File: config.mk
export PLATFORM = sky130hd
export DESIGN_NAME = sswg_top
export DESIGN_NICKNAME = d
export VERILOG_FILES = /design/src/sswg_pkg.sv /design/src/sswg_top.sv
export VERILOG_INCLUDE_DIRS = /design/src
export SDC_FILE = /design/constraint.sdc
export NUM_CORES = 1
export LEC_CHECK = 0
export BUFFER_PORTS_ARGS = -buffer_cell sky130_fd_sc_hd__buf_4
export CORE_MARGIN = 5
export CORE_UTILIZATION = 54
export DETAILED_ROUTE_END_ITERATION = 10
export PLACE_DENSITY = 0.84
export SLEW_MARGIN = 15
export SYNTH_ARGS = -nofsm -noshare
export SYNTH_HDL_FRONTEND = slang
export SYNTH_SLANG_ARGS = --single-unit
File: constraint.sdc
create_clock -name clk_i -period 2.9 [get_ports clk_i]
set_input_delay 0.29 -clock clk_i [delete_from_list [all_inputs] [get_ports clk_i]]
set_output_delay 0.29 -clock clk_i [all_outputs]
set_load 0.01 [all_outputs]
File: src/sswg_defs.svh
`ifndef SSWG_DEFS_SVH
`define SSWG_DEFS_SVH

// register byte offsets
`define SSWG_PMC_OFF       8'h00
`define SSWG_FWCS_OFF      8'h04
`define SSWG_IFLAG_OFF     8'h08
`define SSWG_PINWAKE_OFF   8'h0C
`define SSWG_STATE_OFF     8'h10

// power_mgmt_control fields
`define SSWG_PMC_READY     0
`define SSWG_PMC_LAN_EN    1
`define SSWG_PMC_ED_EN     2
`define SSWG_PMC_WS_LAN    4
`define SSWG_PMC_WS_ED     5
`define SSWG_PMC_MODE_LO   8
`define SSWG_PMC_MODE_HI   9

// frame_wake_control_status fields
`define SSWG_FWCS_EN_LO    0
`define SSWG_FWCS_EN_HI    4

// pin wake register fields
`define SSWG_PW_EN_HI      10
`define SSWG_PW_LINKUP     16

// reset value and pin count
`define SSWG_MODE_DEFAULT  2'h2
`define SSWG_NPINS         11

`endif

File: src/sswg_pkg.sv
package sswg_pkg;
	typedef enum logic [1:0] {
		SSWG_MODE_L0,
		SSWG_MODE_L1,
		SSWG_MODE_L2,
		SSWG_MODE_L3
	} sswg_mode_type;

	typedef enum logic [2:0] {
		SSWG_NORMAL,
		SSWG_SLEEP0,
		SSWG_SLEEP1,
		SSWG_SLEEP2,
		SSWG_SLEEP3
	} sswg_state_type;
endpackage

File: src/sswg_top.sv
`timescale 1ns/1ps
`default_nettype none
`include "sswg_defs.svh"

// Function
// deconfigure returns sleep level select to 10b
// bus or pin reset gives unconfigured normal
// select 00b suspends into level 0
// select 01b suspends into level 1
// select 10b suspends into level 2, default
// select 11b suspends into level 3 if supported
// level 0 wakes: resume, frame, link, pins
// level 1 wakes: resume, energy, pins only
// level 2 wakes: resume or pins only
// host reinitialises phy after level 2
// level 3 keeps all clocks running
// level 3 wakes: resume, pins, link, good frame
// good frame wake sets frame wake flag
// frame enables in level 3 drop frames
// software reads select to disambiguate frame flag
// link select tells link from pin 7
// good frame needs no frame enables set
// each pin wake sets its own flag
// pending wake at suspend wakes at once
// level 0/1 leave on host resume
// unconfigured suspend enters level 2 only
// ready bit set while in normal state
// permitted wake raises remote wake, returns normal
module sswg_top #(
	parameter bit LEVEL3_SUPPORTED = 1'b1
) (
	input  wire logic        clk_i,
	input  wire logic        rst_i,
	input  wire logic        pin_reset_n_i,
	input  wire logic        usb_bus_reset_i,
	input  wire logic        usb_configured_i,
	input  wire logic        usb_suspend_i,
	input  wire logic        usb_resume_i,
	input  wire logic        frame_match_i,
	input  wire logic        filter_pass_i,
	input  wire logic        energy_detect_i,
	input  wire logic        link_up_i,
	input  wire logic [10:0] pin_wake_i,
	input  wire logic        wb_cyc_i,
	input  wire logic        wb_stb_i,
	input  wire logic        wb_we_i,
	input  wire logic [7:0]  wb_adr_i,
	input  wire logic [3:0]  wb_sel_i,
	input  wire logic [31:0] wb_dat_i,
	output logic [31:0]      wb_dat_o,
	output logic             wb_ack_o,
	output logic             remote_wake_o,
	output logic             clocks_run_o,
	output logic             phy_power_o,
	output logic             frame_drop_o,
	output logic [2:0]       power_state_o
);

	// pin synchronisers
	logic [1:0]  prst_sync_reg;
	logic [10:0] pin_s1_reg;
	logic [10:0] pin_s2_reg;
	logic [10:0] pin_d_reg;
	logic        link_s1_reg;
	logic        link_s2_reg;
	logic        link_d_reg;

	always_ff @(posedge clk_i) begin
		prst_sync_reg <= {prst_sync_reg[0], ~pin_reset_n_i};
	end

	always_ff @(posedge clk_i) begin
		pin_s1_reg <= pin_wake_i;
		pin_s2_reg <= pin_s1_reg;
		pin_d_reg  <= pin_s2_reg;
	end

	always_ff @(posedge clk_i) begin
		link_s1_reg <= link_up_i;
		link_s2_reg <= link_s1_reg;
		link_d_reg  <= link_s2_reg;
	end

	logic hw_reset;
	assign hw_reset = rst_i | usb_bus_reset_i | prst_sync_reg[1];

	sswg_pkg::sswg_state_type state_reg;
	sswg_pkg::sswg_state_type state_next;
	sswg_pkg::sswg_mode_type  mode_reg;
	logic                     was_unconf_reg;
	logic                     cfg_d_reg;
	logic                     lan_en_reg;
	logic                     ed_en_reg;
	logic                     ws_lan_reg;
	logic                     ws_ed_reg;
	logic [4:0]               frame_en_reg;
	logic [10:0]              pin_en_reg;
	logic                     link_sel_reg;
	logic [10:0]              pin_flag_reg;

	// bus decode
	logic wb_req;
	logic wb_wr;
	assign wb_req = wb_cyc_i & wb_stb_i & ~wb_ack_o;
	// writes land on the edge that sees ack high
	assign wb_wr  = wb_cyc_i & wb_stb_i & wb_we_i & wb_ack_o;

	logic wr_pmc;
	logic wr_fwcs;
	logic wr_iflag;
	logic wr_pin;
	assign wr_pmc   = wb_wr && wb_adr_i == `SSWG_PMC_OFF;
	assign wr_fwcs  = wb_wr && wb_adr_i == `SSWG_FWCS_OFF;
	assign wr_iflag = wb_wr && wb_adr_i == `SSWG_IFLAG_OFF;
	assign wr_pin   = wb_wr && wb_adr_i == `SSWG_PINWAKE_OFF;

	// byte lane strobes
	logic wr_pmc_lo;
	logic wr_pmc_mode;
	logic wr_fwcs_lo;
	logic wr_pin_lo;
	logic wr_pin_hi;
	logic wr_pin_link;
	logic wr_iflag_lo;
	logic wr_iflag_hi;
	assign wr_pmc_lo   = wr_pmc & wb_sel_i[0];
	assign wr_pmc_mode = wr_pmc & wb_sel_i[1];
	assign wr_fwcs_lo  = wr_fwcs & wb_sel_i[0];
	assign wr_pin_lo   = wr_pin & wb_sel_i[0];
	assign wr_pin_hi   = wr_pin & wb_sel_i[1];
	assign wr_pin_link = wr_pin & wb_sel_i[2];
	assign wr_iflag_lo = wr_iflag & wb_sel_i[0];
	assign wr_iflag_hi = wr_iflag & wb_sel_i[1];

	// wake sources
	logic        in_normal;
	logic [10:0] pin_evt;
	logic        pin7_link;
	logic        good_frame;
	logic        frame_wake;
	logic        ed_wake;
	logic        link_evt;
	logic        pin_any;
	logic        wake_ok;
	logic        pending;
	logic        in_sleep0;
	logic        in_sleep1;
	logic        in_sleep2;
	logic        in_sleep3;
	logic        link_zone;

	assign in_normal  = state_reg == sswg_pkg::SSWG_NORMAL;
	assign in_sleep0  = state_reg == sswg_pkg::SSWG_SLEEP0;
	assign in_sleep1  = state_reg == sswg_pkg::SSWG_SLEEP1;
	assign in_sleep2  = state_reg == sswg_pkg::SSWG_SLEEP2;
	assign in_sleep3  = state_reg == sswg_pkg::SSWG_SLEEP3;
	// link up counts nowhere in level 1 or 2
	assign link_zone  = ~(in_sleep1 | in_sleep2);
	assign link_evt   = link_s2_reg & ~link_d_reg;
	assign pin7_link  = link_sel_reg & link_evt;
	always_comb begin
		pin_evt = pin_en_reg & pin_s2_reg & ~pin_d_reg;
		pin_evt[7] = link_sel_reg ? (pin7_link & pin_en_reg[7] & link_zone) : pin_evt[7];
	end
	assign good_frame = filter_pass_i & (frame_en_reg == 5'h00);
	assign frame_wake = frame_match_i & lan_en_reg & (frame_en_reg != 5'h00);
	assign ed_wake    = energy_detect_i & ed_en_reg;
	assign pin_any    = |pin_evt;
	assign pending    = (|pin_flag_reg) | ws_lan_reg | ws_ed_reg;
	assign frame_drop_o = (state_reg == sswg_pkg::SSWG_SLEEP3) && (frame_en_reg != 5'h00);

	always_comb begin
		wake_ok = 1'b0;
		unique case (state_reg)
			sswg_pkg::SSWG_SLEEP0: wake_ok = usb_resume_i | frame_wake | pin7_link | pin_any;
			sswg_pkg::SSWG_SLEEP1: wake_ok = usb_resume_i | ed_wake | pin_any;
			sswg_pkg::SSWG_SLEEP2: wake_ok = usb_resume_i | pin_any;
			sswg_pkg::SSWG_SLEEP3: wake_ok = usb_resume_i | pin_any | pin7_link | good_frame;
			sswg_pkg::SSWG_NORMAL: wake_ok = 1'b0;
			default: wake_ok = 1'b0;
		endcase
	end

	// power state machine
	always_comb begin
		state_next = state_reg;
		if (in_normal) begin
			if (usb_suspend_i) begin
				if (!usb_configured_i) begin
					state_next = sswg_pkg::SSWG_SLEEP2;
				end else begin
					unique case (mode_reg)
						sswg_pkg::SSWG_MODE_L0: state_next = sswg_pkg::SSWG_SLEEP0;
						sswg_pkg::SSWG_MODE_L1: state_next = sswg_pkg::SSWG_SLEEP1;
						sswg_pkg::SSWG_MODE_L2: state_next = sswg_pkg::SSWG_SLEEP2;
						sswg_pkg::SSWG_MODE_L3: state_next = LEVEL3_SUPPORTED ? sswg_pkg::SSWG_SLEEP3
							: sswg_pkg::SSWG_SLEEP2;
					endcase
				end
			end
		end else if (wake_ok || pending) begin
			state_next = sswg_pkg::SSWG_NORMAL;
		end
	end

	always_ff @(posedge clk_i) begin
		if (hw_reset) begin
			state_reg <= sswg_pkg::SSWG_NORMAL;
		end else begin
			state_reg <= state_next;
		end
	end

	logic dev_wake;
	// host resume is not a device-caused wake
	assign dev_wake = !in_normal && wake_ok && !usb_resume_i;

	always_ff @(posedge clk_i) begin
		if (hw_reset) begin
			remote_wake_o <= 1'b0;
		end else begin
			remote_wake_o <= dev_wake;
		end
	end

	always_ff @(posedge clk_i) begin
		if (hw_reset) begin
			was_unconf_reg <= 1'b1;
		end else if (in_normal && usb_suspend_i) begin
			was_unconf_reg <= ~usb_configured_i;
		end
	end

	// configuration and select field
	logic deconfig;
	assign deconfig = cfg_d_reg & ~usb_configured_i;

	always_ff @(posedge clk_i) begin
		if (hw_reset) begin
			cfg_d_reg <= 1'b0;
		end else begin
			cfg_d_reg <= usb_configured_i;
		end
	end

	always_ff @(posedge clk_i) begin
		if (hw_reset) begin
			mode_reg <= sswg_pkg::sswg_mode_type'(`SSWG_MODE_DEFAULT);
		end else if (deconfig) begin
			mode_reg <= sswg_pkg::sswg_mode_type'(`SSWG_MODE_DEFAULT);
		end else if (wr_pmc_mode) begin
			mode_reg <= sswg_pkg::sswg_mode_type'(wb_dat_i[`SSWG_PMC_MODE_HI:`SSWG_PMC_MODE_LO]);
		end
	end

	// lan wake enable
	always_ff @(posedge clk_i) begin
		if (hw_reset) begin
			lan_en_reg <= 1'b0;
		end else if (wr_pmc_lo) begin
			lan_en_reg <= wb_dat_i[`SSWG_PMC_LAN_EN];
		end
	end

	// energy detect enable
	always_ff @(posedge clk_i) begin
		if (hw_reset) begin
			ed_en_reg <= 1'b0;
		end else if (wr_pmc_lo) begin
			ed_en_reg <= wb_dat_i[`SSWG_PMC_ED_EN];
		end
	end

	// frame match enables
	always_ff @(posedge clk_i) begin
		if (hw_reset) begin
			frame_en_reg <= 5'h00;
		end else if (wr_fwcs_lo) begin
			frame_en_reg <= wb_dat_i[`SSWG_FWCS_EN_HI:`SSWG_FWCS_EN_LO];
		end
	end

	// pin wake enables, two lanes
	always_ff @(posedge clk_i) begin
		if (hw_reset) begin
			pin_en_reg <= 11'h000;
		end else begin
			if (wr_pin_lo) begin
				pin_en_reg[7:0] <= wb_dat_i[7:0];
			end
			if (wr_pin_hi) begin
				pin_en_reg[10:8] <= wb_dat_i[`SSWG_PW_EN_HI:8];
			end
		end
	end

	// link up select for pin 7
	always_ff @(posedge clk_i) begin
		if (hw_reset) begin
			link_sel_reg <= 1'b0;
		end else if (wr_pin_link) begin
			link_sel_reg <= wb_dat_i[`SSWG_PW_LINKUP];
		end
	end

	// sticky wake flags, write one to clear, set wins
	logic        ws_lan_set;
	logic        ws_lan_clr;
	logic        ws_ed_set;
	logic        ws_ed_clr;
	logic [10:0] pin_clr;
	assign ws_lan_set = (in_sleep0 && frame_wake) || (in_sleep3 && good_frame);
	assign ws_lan_clr = wr_pmc_lo && wb_dat_i[`SSWG_PMC_WS_LAN];
	assign ws_ed_set  = in_sleep1 && ed_wake;
	assign ws_ed_clr  = wr_pmc_lo && wb_dat_i[`SSWG_PMC_WS_ED];
	assign pin_clr    = {wr_iflag_hi ? wb_dat_i[10:8] : 3'h0, wr_iflag_lo ? wb_dat_i[7:0] : 8'h00};

	always_ff @(posedge clk_i) begin
		if (hw_reset) begin
			ws_lan_reg <= 1'b0;
		end else begin
			ws_lan_reg <= ws_lan_set || (ws_lan_reg && !ws_lan_clr);
		end
	end

	always_ff @(posedge clk_i) begin
		if (hw_reset) begin
			ws_ed_reg <= 1'b0;
		end else begin
			ws_ed_reg <= ws_ed_set || (ws_ed_reg && !ws_ed_clr);
		end
	end

	always_ff @(posedge clk_i) begin
		if (hw_reset) begin
			pin_flag_reg <= 11'h000;
		end else begin
			pin_flag_reg <= pin_evt | (pin_flag_reg & ~pin_clr);
		end
	end

	// power outputs
	assign clocks_run_o  = in_normal || state_reg == sswg_pkg::SSWG_SLEEP3;
	assign phy_power_o   = state_reg != sswg_pkg::SSWG_SLEEP2;
	assign power_state_o = state_reg;

	// wishbone read
	logic [31:0] rd_word;
	always_comb begin
		unique case (wb_adr_i)
			`SSWG_PMC_OFF: rd_word = {22'h000000, mode_reg, 2'h0, ws_ed_reg, ws_lan_reg,
				1'b0, ed_en_reg, lan_en_reg, in_normal};
			`SSWG_FWCS_OFF: rd_word = {27'h0000000, frame_en_reg};
			`SSWG_IFLAG_OFF: rd_word = {21'h000000, pin_flag_reg};
			`SSWG_PINWAKE_OFF: rd_word = {15'h0000, link_sel_reg, 5'h00, pin_en_reg};
			`SSWG_STATE_OFF: rd_word = {28'h0000000, was_unconf_reg, state_reg};
			default: rd_word = 32'h0000_0000;
		endcase
	end

	// ack one cycle after the request is taken
	always_ff @(posedge clk_i) begin
		if (rst_i) begin
			wb_ack_o <= 1'b0;
		end else begin
			wb_ack_o <= wb_req;
		end
	end

	// read data stands for the ack cycle only
	always_ff @(posedge clk_i) begin
		if (rst_i) begin
			wb_dat_o <= 32'h0000_0000;
		end else if (wb_req && !wb_we_i) begin
			wb_dat_o <= rd_word;
		end else begin
			wb_dat_o <= 32'h0000_0000;
		end
	end

endmodule
`default_nettype wire

==> results of run 1 <==
-- worst min path at each step --
stage                          start                      to  slack [ns]  cells past startpoint
2_1_floorplan    link_s1_reg$_DFF_P_     link_s2_reg$_DFF_P_        0.31                      0
3_3_place_gp   pin_s1_reg[1]$_DFF_P_   pin_s2_reg[1]$_DFF_P_        0.31                      0
3_5_place_dp   pin_s1_reg[0]$_DFF_P_   pin_s2_reg[0]$_DFF_P_        0.31                      0
4_1_cts               pin_wake_i[10]  pin_s1_reg[10]$_DFF_P_        0.02                      1
5_1_grt               pin_wake_i[10]  pin_s1_reg[10]$_DFF_P_        0.01                      1
6_report              pin_wake_i[10]  pin_s1_reg[10]$_DFF_P_        0.03                      1
-- through the flow --
| stage | utilization, % | instances |
|---|---|---|
| 2_1_floorplan | - | 363 |
| 3_3_place_gp | 62.4 | 475 |
| 3_5_place_dp | 62.4 | 475 |
| 4_1_cts | 65.8 | 491 |
| 5_1_grt | 65.8 | 491 |
| 6_report | 65.8 | 491 |
-- critical path, stage by stage --
cell	delay, ns
buf_4	0.11
or4_4	0.58
or3_1	0.50
nor3_2	0.34
a21boi_0	0.15
o21a_1	0.18
-- power by group through the flow --
stage	Combinational, mW	Sequential, mW	Clock (mW)
after CTS	0.120	1.29	0.895
after detailed placement	0.120	1.32	0
after global placement	0.118	1.32	0
final	0.122	1.29	0.883
after floorplan	0.0706	1.31	0
after global routing	0.131	1.29	0.953
-- cell type report --
class / instances / share of cell area (%)
clock buffers: 11 / 3.66
clock inverters: 5 / 1.48
inverters: 3 / 0.272
multi-input cells: 232 / 35.1
flip-flops and latches: 91 / 44.1
well taps: 77 / 2.33
repair buffers: 72 / 13.1
-- placed cells by master, fill, tap and decap left out, types with 4 or more instances in the layout --
master,count
mux2i_1,19
a31oi_1,4
nand3_1,12
o21ai_0,9
nor2_1,30
conb_1,20
and3b_1,4
nand4_1,5
nand3b_1,9
nor4_1,4
dfxtp_1,91
nor3_1,9
a21bo_2,8
a21oi_1,21
nand2_1,28
clkbuf_8,11
buf_4,72
-- cells by family after synthesis --
family                     share of synthesized area, %
AOI/OAI and AO/OA                                  12.1
xor gates and xnor gates                          0.254
adders and majority gates                         0.363
buffers and inverters                              7.05
DFF                                                52.9
muxes                                              6.50
other                                             0.109
and+or+nand+nor                                    20.7
-- per-layer routing --
metal | up-vias | global-route usage [%] | share of wire [%]
met4 | 0 | 6.58 | 2.0
met1 | 1212 | 28.0 | 44
met3 | 16 | 5.51 | 7.9
met5 | - | 0 | 0
li1 | 1312 | - | -
met2 | 148 | 32.0 | 46
==> metrics.txt, run 1 <==
CP endpoint=pin_flag_reg[8]$_SDFF_PP0_; cell taking the most area after synthesis=dfxtp_1; Final GP Congestion=roughly 0.87; Synth Register Bits=about 90; worst hold slack=0.0300 ns; sw frac=~22%; fraction of layout cells with a size suffix above 1=about a quarter; count of final hold-check violations=0; Seq pwr share=~56%; Synth Warn #=0; Die ar.=approximately 0.0081 sq mm; Largest register FFs=12; Top Ports=around 110; Clock Latency Late Sink=roughly 0.35 ns; R2R depth=5; post-CTS sizing=0; WP data arrival=2.15 ns; clock network power share=slightly below 40%; HPWL after DPL=about 6200 microns; Layout fillers=around 500; synthesized area=approximately 0.0034 sq mm; required time of the critical path=~3.2 ns; Biggest register=wb_dat_o; final worst setup slack=around 1.0 ns; H-tree depth=3; CP Launch Point=wb_adr_i[1]; area share of the largest cell type after synthesis=52.9%; Final Cell Area=between 0.004 and 0.005 sq mm; largest net degree at the start of global routing=32; Register Area=roughly 0.0018 sq mm; dpl cell area=0.00392 sq mm; Post-synth EDFFs=0; Final Slew Violations=0; Synth Flop Type=dfxtp_1; cts hold-fix bufs=0; vias per cell=5.47; dominant cells by area after synthesis=dfxtp_1, mux2i_1, buf_4, nor2_1, a21oi_1; die width=between 80 and 90 microns; cell count after synthesis=344; GRT Overall Usage=approximately a fifth; Final nets=about 480; fin crit period=roughly 1.9 ns; total power=about 2.3 mW; First-pass DRT Iterations=7; worst slew pin tran=0.783 ns; area growth from synthesis to layout=20.0%; post-route ant nets=0; WL per Instance=16.9 microns; setup slack on the worst flop-to-flop path=between 1 and 1.5 ns; die height=around 90 microns; ys async rst share=0%; Comb pwr share=under 10%; first-pass GRT wire length=approximately 13000 microns; Crit. End Element=register; final setup TNS=0 ns; status=complete, no violations; final WL=just over 8000 microns; post-route clock period utilization=between 60 and 70%; max-cap viol count=0; CP Class=in -> reg; FP Rows=29; Lkg Pwr=approximately 1.7 nW; vias=2688; reg-to-reg critical path startpoint=pin_en_reg[9]$_SDFFE_PP0P_; Initial Utilization=between 50% and 60%; clk root buf=clkbuf_8; DRT iter0 DRCs=279; Power per Cell Area=approximately 560 mW/mm^2; Hold Crit Class=in -> reg; DRC Markers=0; Worst setup SP type=input port; fmax=530 MHz; antenna violations before repair=0; Post-CTS Setup Bufs=0; Overflow after GRT=0; CTS Buffer Depth=2; Commonest cells post-synth=dfxtp_1, nor2_1, nand2_1; ant diodes=0; vias in the first global route=between 2k and 3k; Slew headroom=a little under half; Final Setup Violations=0; pre-CTS setup slack=around 0.67 ns; syn_area_per_cell=roughly 10 sq um; Netlist cell types=53; most common cell in the netlist=dfxtp_1; Core Footprint=0.00628 sq mm; multi-input logic area=about 0.0015 sq mm; unrepaired setup endpoints after global routing=false; critical path fanouts, max=7; register area share after synthesis=between 50% and 60%; Worst Skew=about 0.0056 ns; Buffers on Ports=between 60 and 70; internal power=1.78 mW; CTS buffer count=9; RR Endpoint=power_state_o[2]$_SDFFE_PP0P_; CTS tree=built; CTS Sinks=just over 90; Max VDD drop=448 uV; Switch Pwr=slightly above 0.5 mW; clock-pin slew on the worst setup and hold paths=~0.090 ns
(Power assumes the default switching activity.)
==> run 2: changes to the inputs <==
- CORE_UTILIZATION: 54 -> 45
- PLACE_DENSITY: 0.84 -> 0.75
- clock period: 2.9 -> 1.66 ns (I/O delays scaled with it)
==> metrics.txt, run 2 (same netlist as run 1, synthesis figures left out) <==
FP Rows=31 (+6.9%); setup slack on the worst flop-to-flop path=0.02 ns (-1.02 ns); antenna violations before repair=0 (unchanged); Cell Chain, Critical Path=and3b_1 -> or4_4 -> nor4_4 -> buf_4 -> a21boi_1 -> o21ai_1; RR Endpoint=power_state_o[2]$_SDFFE_PP0P_; Worst Skew=0.00978 ns (+0.00415 ns); post-route ant nets=0 (unchanged); slowest stage delay, CP=0.53 ns (-0.05 ns); CP Launch Point=pin_en_reg[9]$_SDFFE_PP0P_; die height=97.5 microns (+8.5%); total power=4.02 mW (+75%); HPWL after DPL=6680 microns (+7.1%); Seq pwr share=56.1% (about the same); worst hold slack=0.0123 ns (-0.0177 ns); R2R depth=6 (+1); Crit. End Element=register; CTS buffer count=9 (unchanged); status=complete, no violations; vias in the first global route=2744 (+3.6%); CP endpoint=power_state_o[2]$_SDFFE_PP0P_; Lkg Pwr=1.93 nW (+12%); Crit path depth=6 (unchanged); clock network power share=37.4% (-1.1 points); internal power=3.11 mW (+75%); reg-to-reg critical path startpoint=pin_en_reg[9]$_SDFFE_PP0P_; ant diodes=0 (unchanged); Max VDD drop=398 uV (-11%); Buffers & Inverters on Critical Path=1 (unchanged); largest net degree at the start of global routing=32 (unchanged); Overflow after GRT=0 (unchanged); clk root buf=clkbuf_8; DRC Markers=0 (unchanged); final WL=8670 microns (+4.7%); post-route clock period utilization=between 90% and 100%; required time of the critical path=1.95 ns (-1.21 ns); commonest non-fill, non-tap cell in the layout=buf_4; Comb pwr share=6.5% (+1.2 points); Final Cell Area=0.00453 sq mm (+9.6%); fraction of layout cells with a size suffix above 1=30.8% (+5.2 points); Buffers on Ports=67 (unchanged); Final GP Congestion=0.927 (+6.2%); CTS Buffer Depth=2 (unchanged); Largest register FFs=12 (unchanged); CTS Sinks=91 (unchanged); Final Slew Violations=0 (unchanged); H-tree depth=3 (unchanged); fin crit period=between 1.5 and 2 ns; CP Class=reg -> reg; Core Footprint=0.00737 sq mm (+17%); Initial Utilization=46.7% (-8.1 points); clock-pin slew on the worst setup and hold paths=0.09 ns (about the same); Largest delay share family, worst path=simple AND/OR/NAND/NOR gates; Slowest-stage cell, CP=or4_4; Power per Cell Area=886 mW/mm^2 (+60%); vias=2876 (+7.0%); Layout fillers=645 (+26%); DRT iter0 DRCs=156 (-44%); unrepaired setup endpoints after global routing=true; area growth from synthesis to layout=31.5%; max-cap viol count=0 (unchanged); Clock Latency Late Sink=0.36 ns (about the same); Die ar.=0.00950 sq mm (+18%); die width=97.5 microns (+8.5%); Worst setup SP type=register; Biggest register=wb_dat_o; vias per cell=5.20 (-5.0%); commonest cells after routing, fill and taps aside=buf_4, dfxtp_1, nor2_1; Final nets=519 (+8.4%); dpl cell area=0.00415 sq mm (+5.8%); Top Ports=109 (unchanged); critical path fanouts, max=3 (-4); first-pass GRT wire length=13700 microns (+2.0%); WP data arrival=1.94 ns (-0.21 ns); GRT Overall Usage=18.2% (-2.4 points); Switch Pwr=0.903 mW (+77%); WL per Instance=15.7 microns (-7.1%); sw frac=22.5% (+0.20 points); fmax=608 MHz; Hold Crit Class=in -> reg; First-pass DRT Iterations=5 (-2); count of final hold-check violations=0 (unchanged); CTS tree=built; Final Setup Violations=0 (unchanged)
## run 2: changes by cell type in the layout (fill, tap and decap cells not counted), sizes merged
cell,delta
inv,+1
clkinv,-1
dlygate4sd3,+13
buf,+27
## run 2: worst min path at each step
stage / from / endpoint / cells past startpoint / slack [ns]
after floorplan: link_up_i / link_s1_reg$_DFF_P_ / 0 / 0.19
after global placement: pin_wake_i[0] / pin_s1_reg[0]$_DFF_P_ / 1 / 0.27
after detailed placement: pin_wake_i[8] / pin_s1_reg[8]$_DFF_P_ / 1 / 0.27
after CTS: rst_i / wb_ack_o$_SDFF_PP0_ / 2 / 0.01
after global routing: wb_dat_i[10] / pin_flag_reg[10]$_SDFF_PP0_ / 2 / 0.01
final: rst_i / wb_ack_o$_SDFF_PP0_ / 2 / 0.01
## run 2: metal layers
metal	vias up	routed length, microns	GRT usage, %
met1	1351	3880	24.1
met2	128	3960	28.5
met4	0	135	6.39
met5	-	0	0
li1	1388	-	-
met3	9	693	4.95
## run 2: what timing repair did
item	in CTS	in global routing
hold buffers	13	0
gates resized for setup	7	7
hold endpoints to repair	13	0
buffers inserted	0	1
pin swaps	0	2
endpoints found under the setup margin	4	7
## run 2: cell type report
| class | count | area, sq um | area share [%] |
|---|---|---|---|
| Inverter | 3 | 11.3 | 0.249 |
| Multi-Input combinational cell | 232 | 1490 | 33.0 |
| Sequential cell | 91 | 1820 | 40.3 |
| Clock buffer | 11 | 141 | 3.12 |
| Tap cell | 99 | 124 | 2.73 |
| Timing Repair Buffer | 112 | 873 | 19.3 |
| Clock inverter | 5 | 61.3 | 1.35 |
## run 2: power groups by stage
stage / Sequential, mW / Clock [mW] / Combinational (mW)
finish: 2.25 / 1.50 / 0.260
global route: 2.26 / 1.62 / 0.280
CTS: 2.25 / 1.53 / 0.257
detailed placement: 2.31 / 0 / 0.229
global placement: 2.30 / 0 / 0.225
floorplan: 2.30 / 0 / 0.124
## run 2: metrics by stage
stage	worst slack, ns	instances	utilization, %	TNS [ns]
floorplan	-0.162	363	-	-2.32
global placement	-0.207	523	56.3	-4.98
detailed placement	-0.277	523	56.3	-6.02
CTS	0.000743	552	61.1	0
global route	-0.0665	553	61.5	-0.158
finish	0.0163	553	61.5	0
==> run 3: changes to the inputs <==
--- a/config.mk
+++ b/config.mk
@@ -9,2 +9,3 @@
 export BUFFER_PORTS_ARGS = -buffer_cell sky130_fd_sc_hd__buf_4
+export CAP_MARGIN = 30
 export CORE_MARGIN = 5
--- a/constraint.sdc
+++ b/constraint.sdc
@@ -3,2 +3,2 @@
 set_output_delay 0.166 -clock clk_i [all_outputs]
-set_load 0.01 [all_outputs]
+set_load 0.02 [all_outputs]
==> metrics.txt, run 3 (same netlist as run 1, synthesis figures left out) <==
status=complete, no violations; clock-pin slew on the worst setup and hold paths=0.09 ns (about the same); Lkg Pwr=1.91 nW (-1.0%); ant diodes=0 (unchanged); clk root buf=clkbuf_8; CTS buffer count=9 (unchanged); First-pass DRT Iterations=6 (+1); CTS tree=built; unrepaired setup endpoints after global routing=true; CTS Sinks=91 (unchanged); Buffers on Ports=67 (unchanged); largest net degree at the start of global routing=32 (unchanged); Clock Latency Late Sink=0.37 ns (about the same); placed insts=519 (-0.76%); Max VDD drop=366 uV (-8.0%); Final nets=517 (-0.39%); Crit. End Element=register; Initial Utilization=46.7% (unchanged); commonest cells after routing, fill and taps aside=buf_4, dfxtp_1, nor2_1; fraction of layout cells with a size suffix above 1=31.0% (+0.14 points); die height=97.5 microns (unchanged); CTS Buffer Depth=2 (unchanged); worst hold slack=0.0367 ns (+0.0244 ns); top sig layer=met4; HPWL after DPL=6510 microns (-2.6%); fin crit period=1.65 ns (+0.00277 ns); Biggest register=wb_dat_o; Final GP Congestion=0.986 (+6.4%); area growth from synthesis to layout=31.5% (about the same); Worst Skew=0.0116 ns (+0.00177 ns); WHS Path Cells=2 (unchanged); Die ar.=0.00950 sq mm (unchanged); vias in the first global route=2828 (+3.1%); R2R depth=6 (unchanged); Overflow after GRT=0 (unchanged); Metal-1 WL=3770 microns (-3.0%); Core Footprint=0.00737 sq mm (unchanged); Top Ports=109 (unchanged); post-route clock period utilization=99.2% (+0.17 points); required time of the critical path=1.90 ns (-0.05 ns); WL per Instance=15.8 microns (+1.1%); die width=97.5 microns (unchanged); met3 wire length=789 microns (+14%); Largest register FFs=12 (unchanged); fmax=607 MHz (-0.17%); vias per cell=5.23 (+0.61%); WL met2=3950 microns (-0.30%); FP Rows=31 (unchanged); max-cap viol count=0 (unchanged); DRC Markers=0 (unchanged); Final Setup Violations=0 (unchanged); critical path fanouts, max=3 (unchanged); non-filler cells, final=551 (-0.36%); Hold Crit Class=in -> reg; antenna violations before repair=0 (unchanged); first-pass GRT wire length=14200 microns (+3.2%); commonest non-fill, non-tap cell in the layout=buf_4; Final Slew Violations=0 (unchanged); H-tree depth=3 (unchanged); WP data arrival=1.89 ns (-0.05 ns); Power per Cell Area=872 mW/mm^2 (-1.6%); vias=2883 (+0.24%); GRT Overall Usage=18.8% (+0.64 points); count of final hold-check violations=0 (unchanged); final WL=8730 microns (+0.73%); post-route ant nets=0 (unchanged); DRT iter0 DRCs=289 (+85%); Worst setup SP type=register; CP Class=reg -> reg
[run 3: cell types whose count changed in the layout (fill, tap and decap cells not counted), sizes merged]
cell | previous run | this run
buf | 99 | 95
dlygate4sd3 | 13 | 15
bufinv | 1 | 0
clkbuf | 11 | 10
clkinv | 0 | 1
inv | 4 | 5
[run 3: what timing repair did]
action                                  in CTS  in global routing
endpoints found under the hold margin       15                  0
endpoints found under the setup margin       5                 13
pin swaps                                    0                  1
setup buffers                                1                  0
resized for setup                           10                  7
hold buffers                                15                  0
[run 3: stage by stage]
stage          total power, mW  utilization [%]  area [sq um]   TNS, ns  setup slack [ns]
2_1_floorplan             2.44                -          3520     -2.32            -0.162
3_3_place_gp              2.55             55.9          4120     -4.88            -0.213
3_5_place_dp              2.55             55.9          4120     -5.62            -0.336
4_1_cts                   3.97             61.0          4500  -0.00338          -0.00338
5_1_grt                   4.09             61.4          4530    -0.339            -0.117
6_report                  3.95             61.4          4530         0            0.0135
[run 3: final timing paths]
check                                                 from                     endpoint  slack [ns]
worst max-delay path            pin_en_reg[9]$_SDFFE_PP0P_     remote_wake_o$_SDFF_PP0_        0.01
worst min-delay path                      usb_configured_i  was_unconf_reg$_SDFFE_PP1P_        0.04
worst max register to register  pin_en_reg[9]$_SDFFE_PP0P_     remote_wake_o$_SDFF_PP0_        0.01
worst min register to register       pin_s1_reg[1]$_DFF_P_        pin_s2_reg[1]$_DFF_P_        0.33
[run 3: layout make-up]
cell class / count / area [sq um]
fill: 638 / 2840
sequential: 91 / 1830
clock buffer: 10 / 138
multi-input combinational: 232 / 1510
clock inverter: 6 / 48.8
inverter: 3 / 11.3
timing repair buffer: 110 / 867
tap: 99 / 124
[run 3: power by group]
group          internal, mW  switching, mW
combinational         0.140          0.146
sequential             2.23         0.0193
clock                 0.597          0.810
total                  2.97          0.976
[run 3: metal layers]
metal,up-vias,global-route usage [%]
met2,144,28.3
met5,-,0
li1,1382,-
met3,20,6.10
met1,1337,25.0
met4,0,7.67
[run 3: critical path, cell delays in order (launching register included)]
cell     delay [ns]
dfxtp_2        0.34
and3b_1        0.19
or4_4          0.53
nor4_4         0.15
buf_4          0.17
buf_4          0.09
a21oi_1        0.05
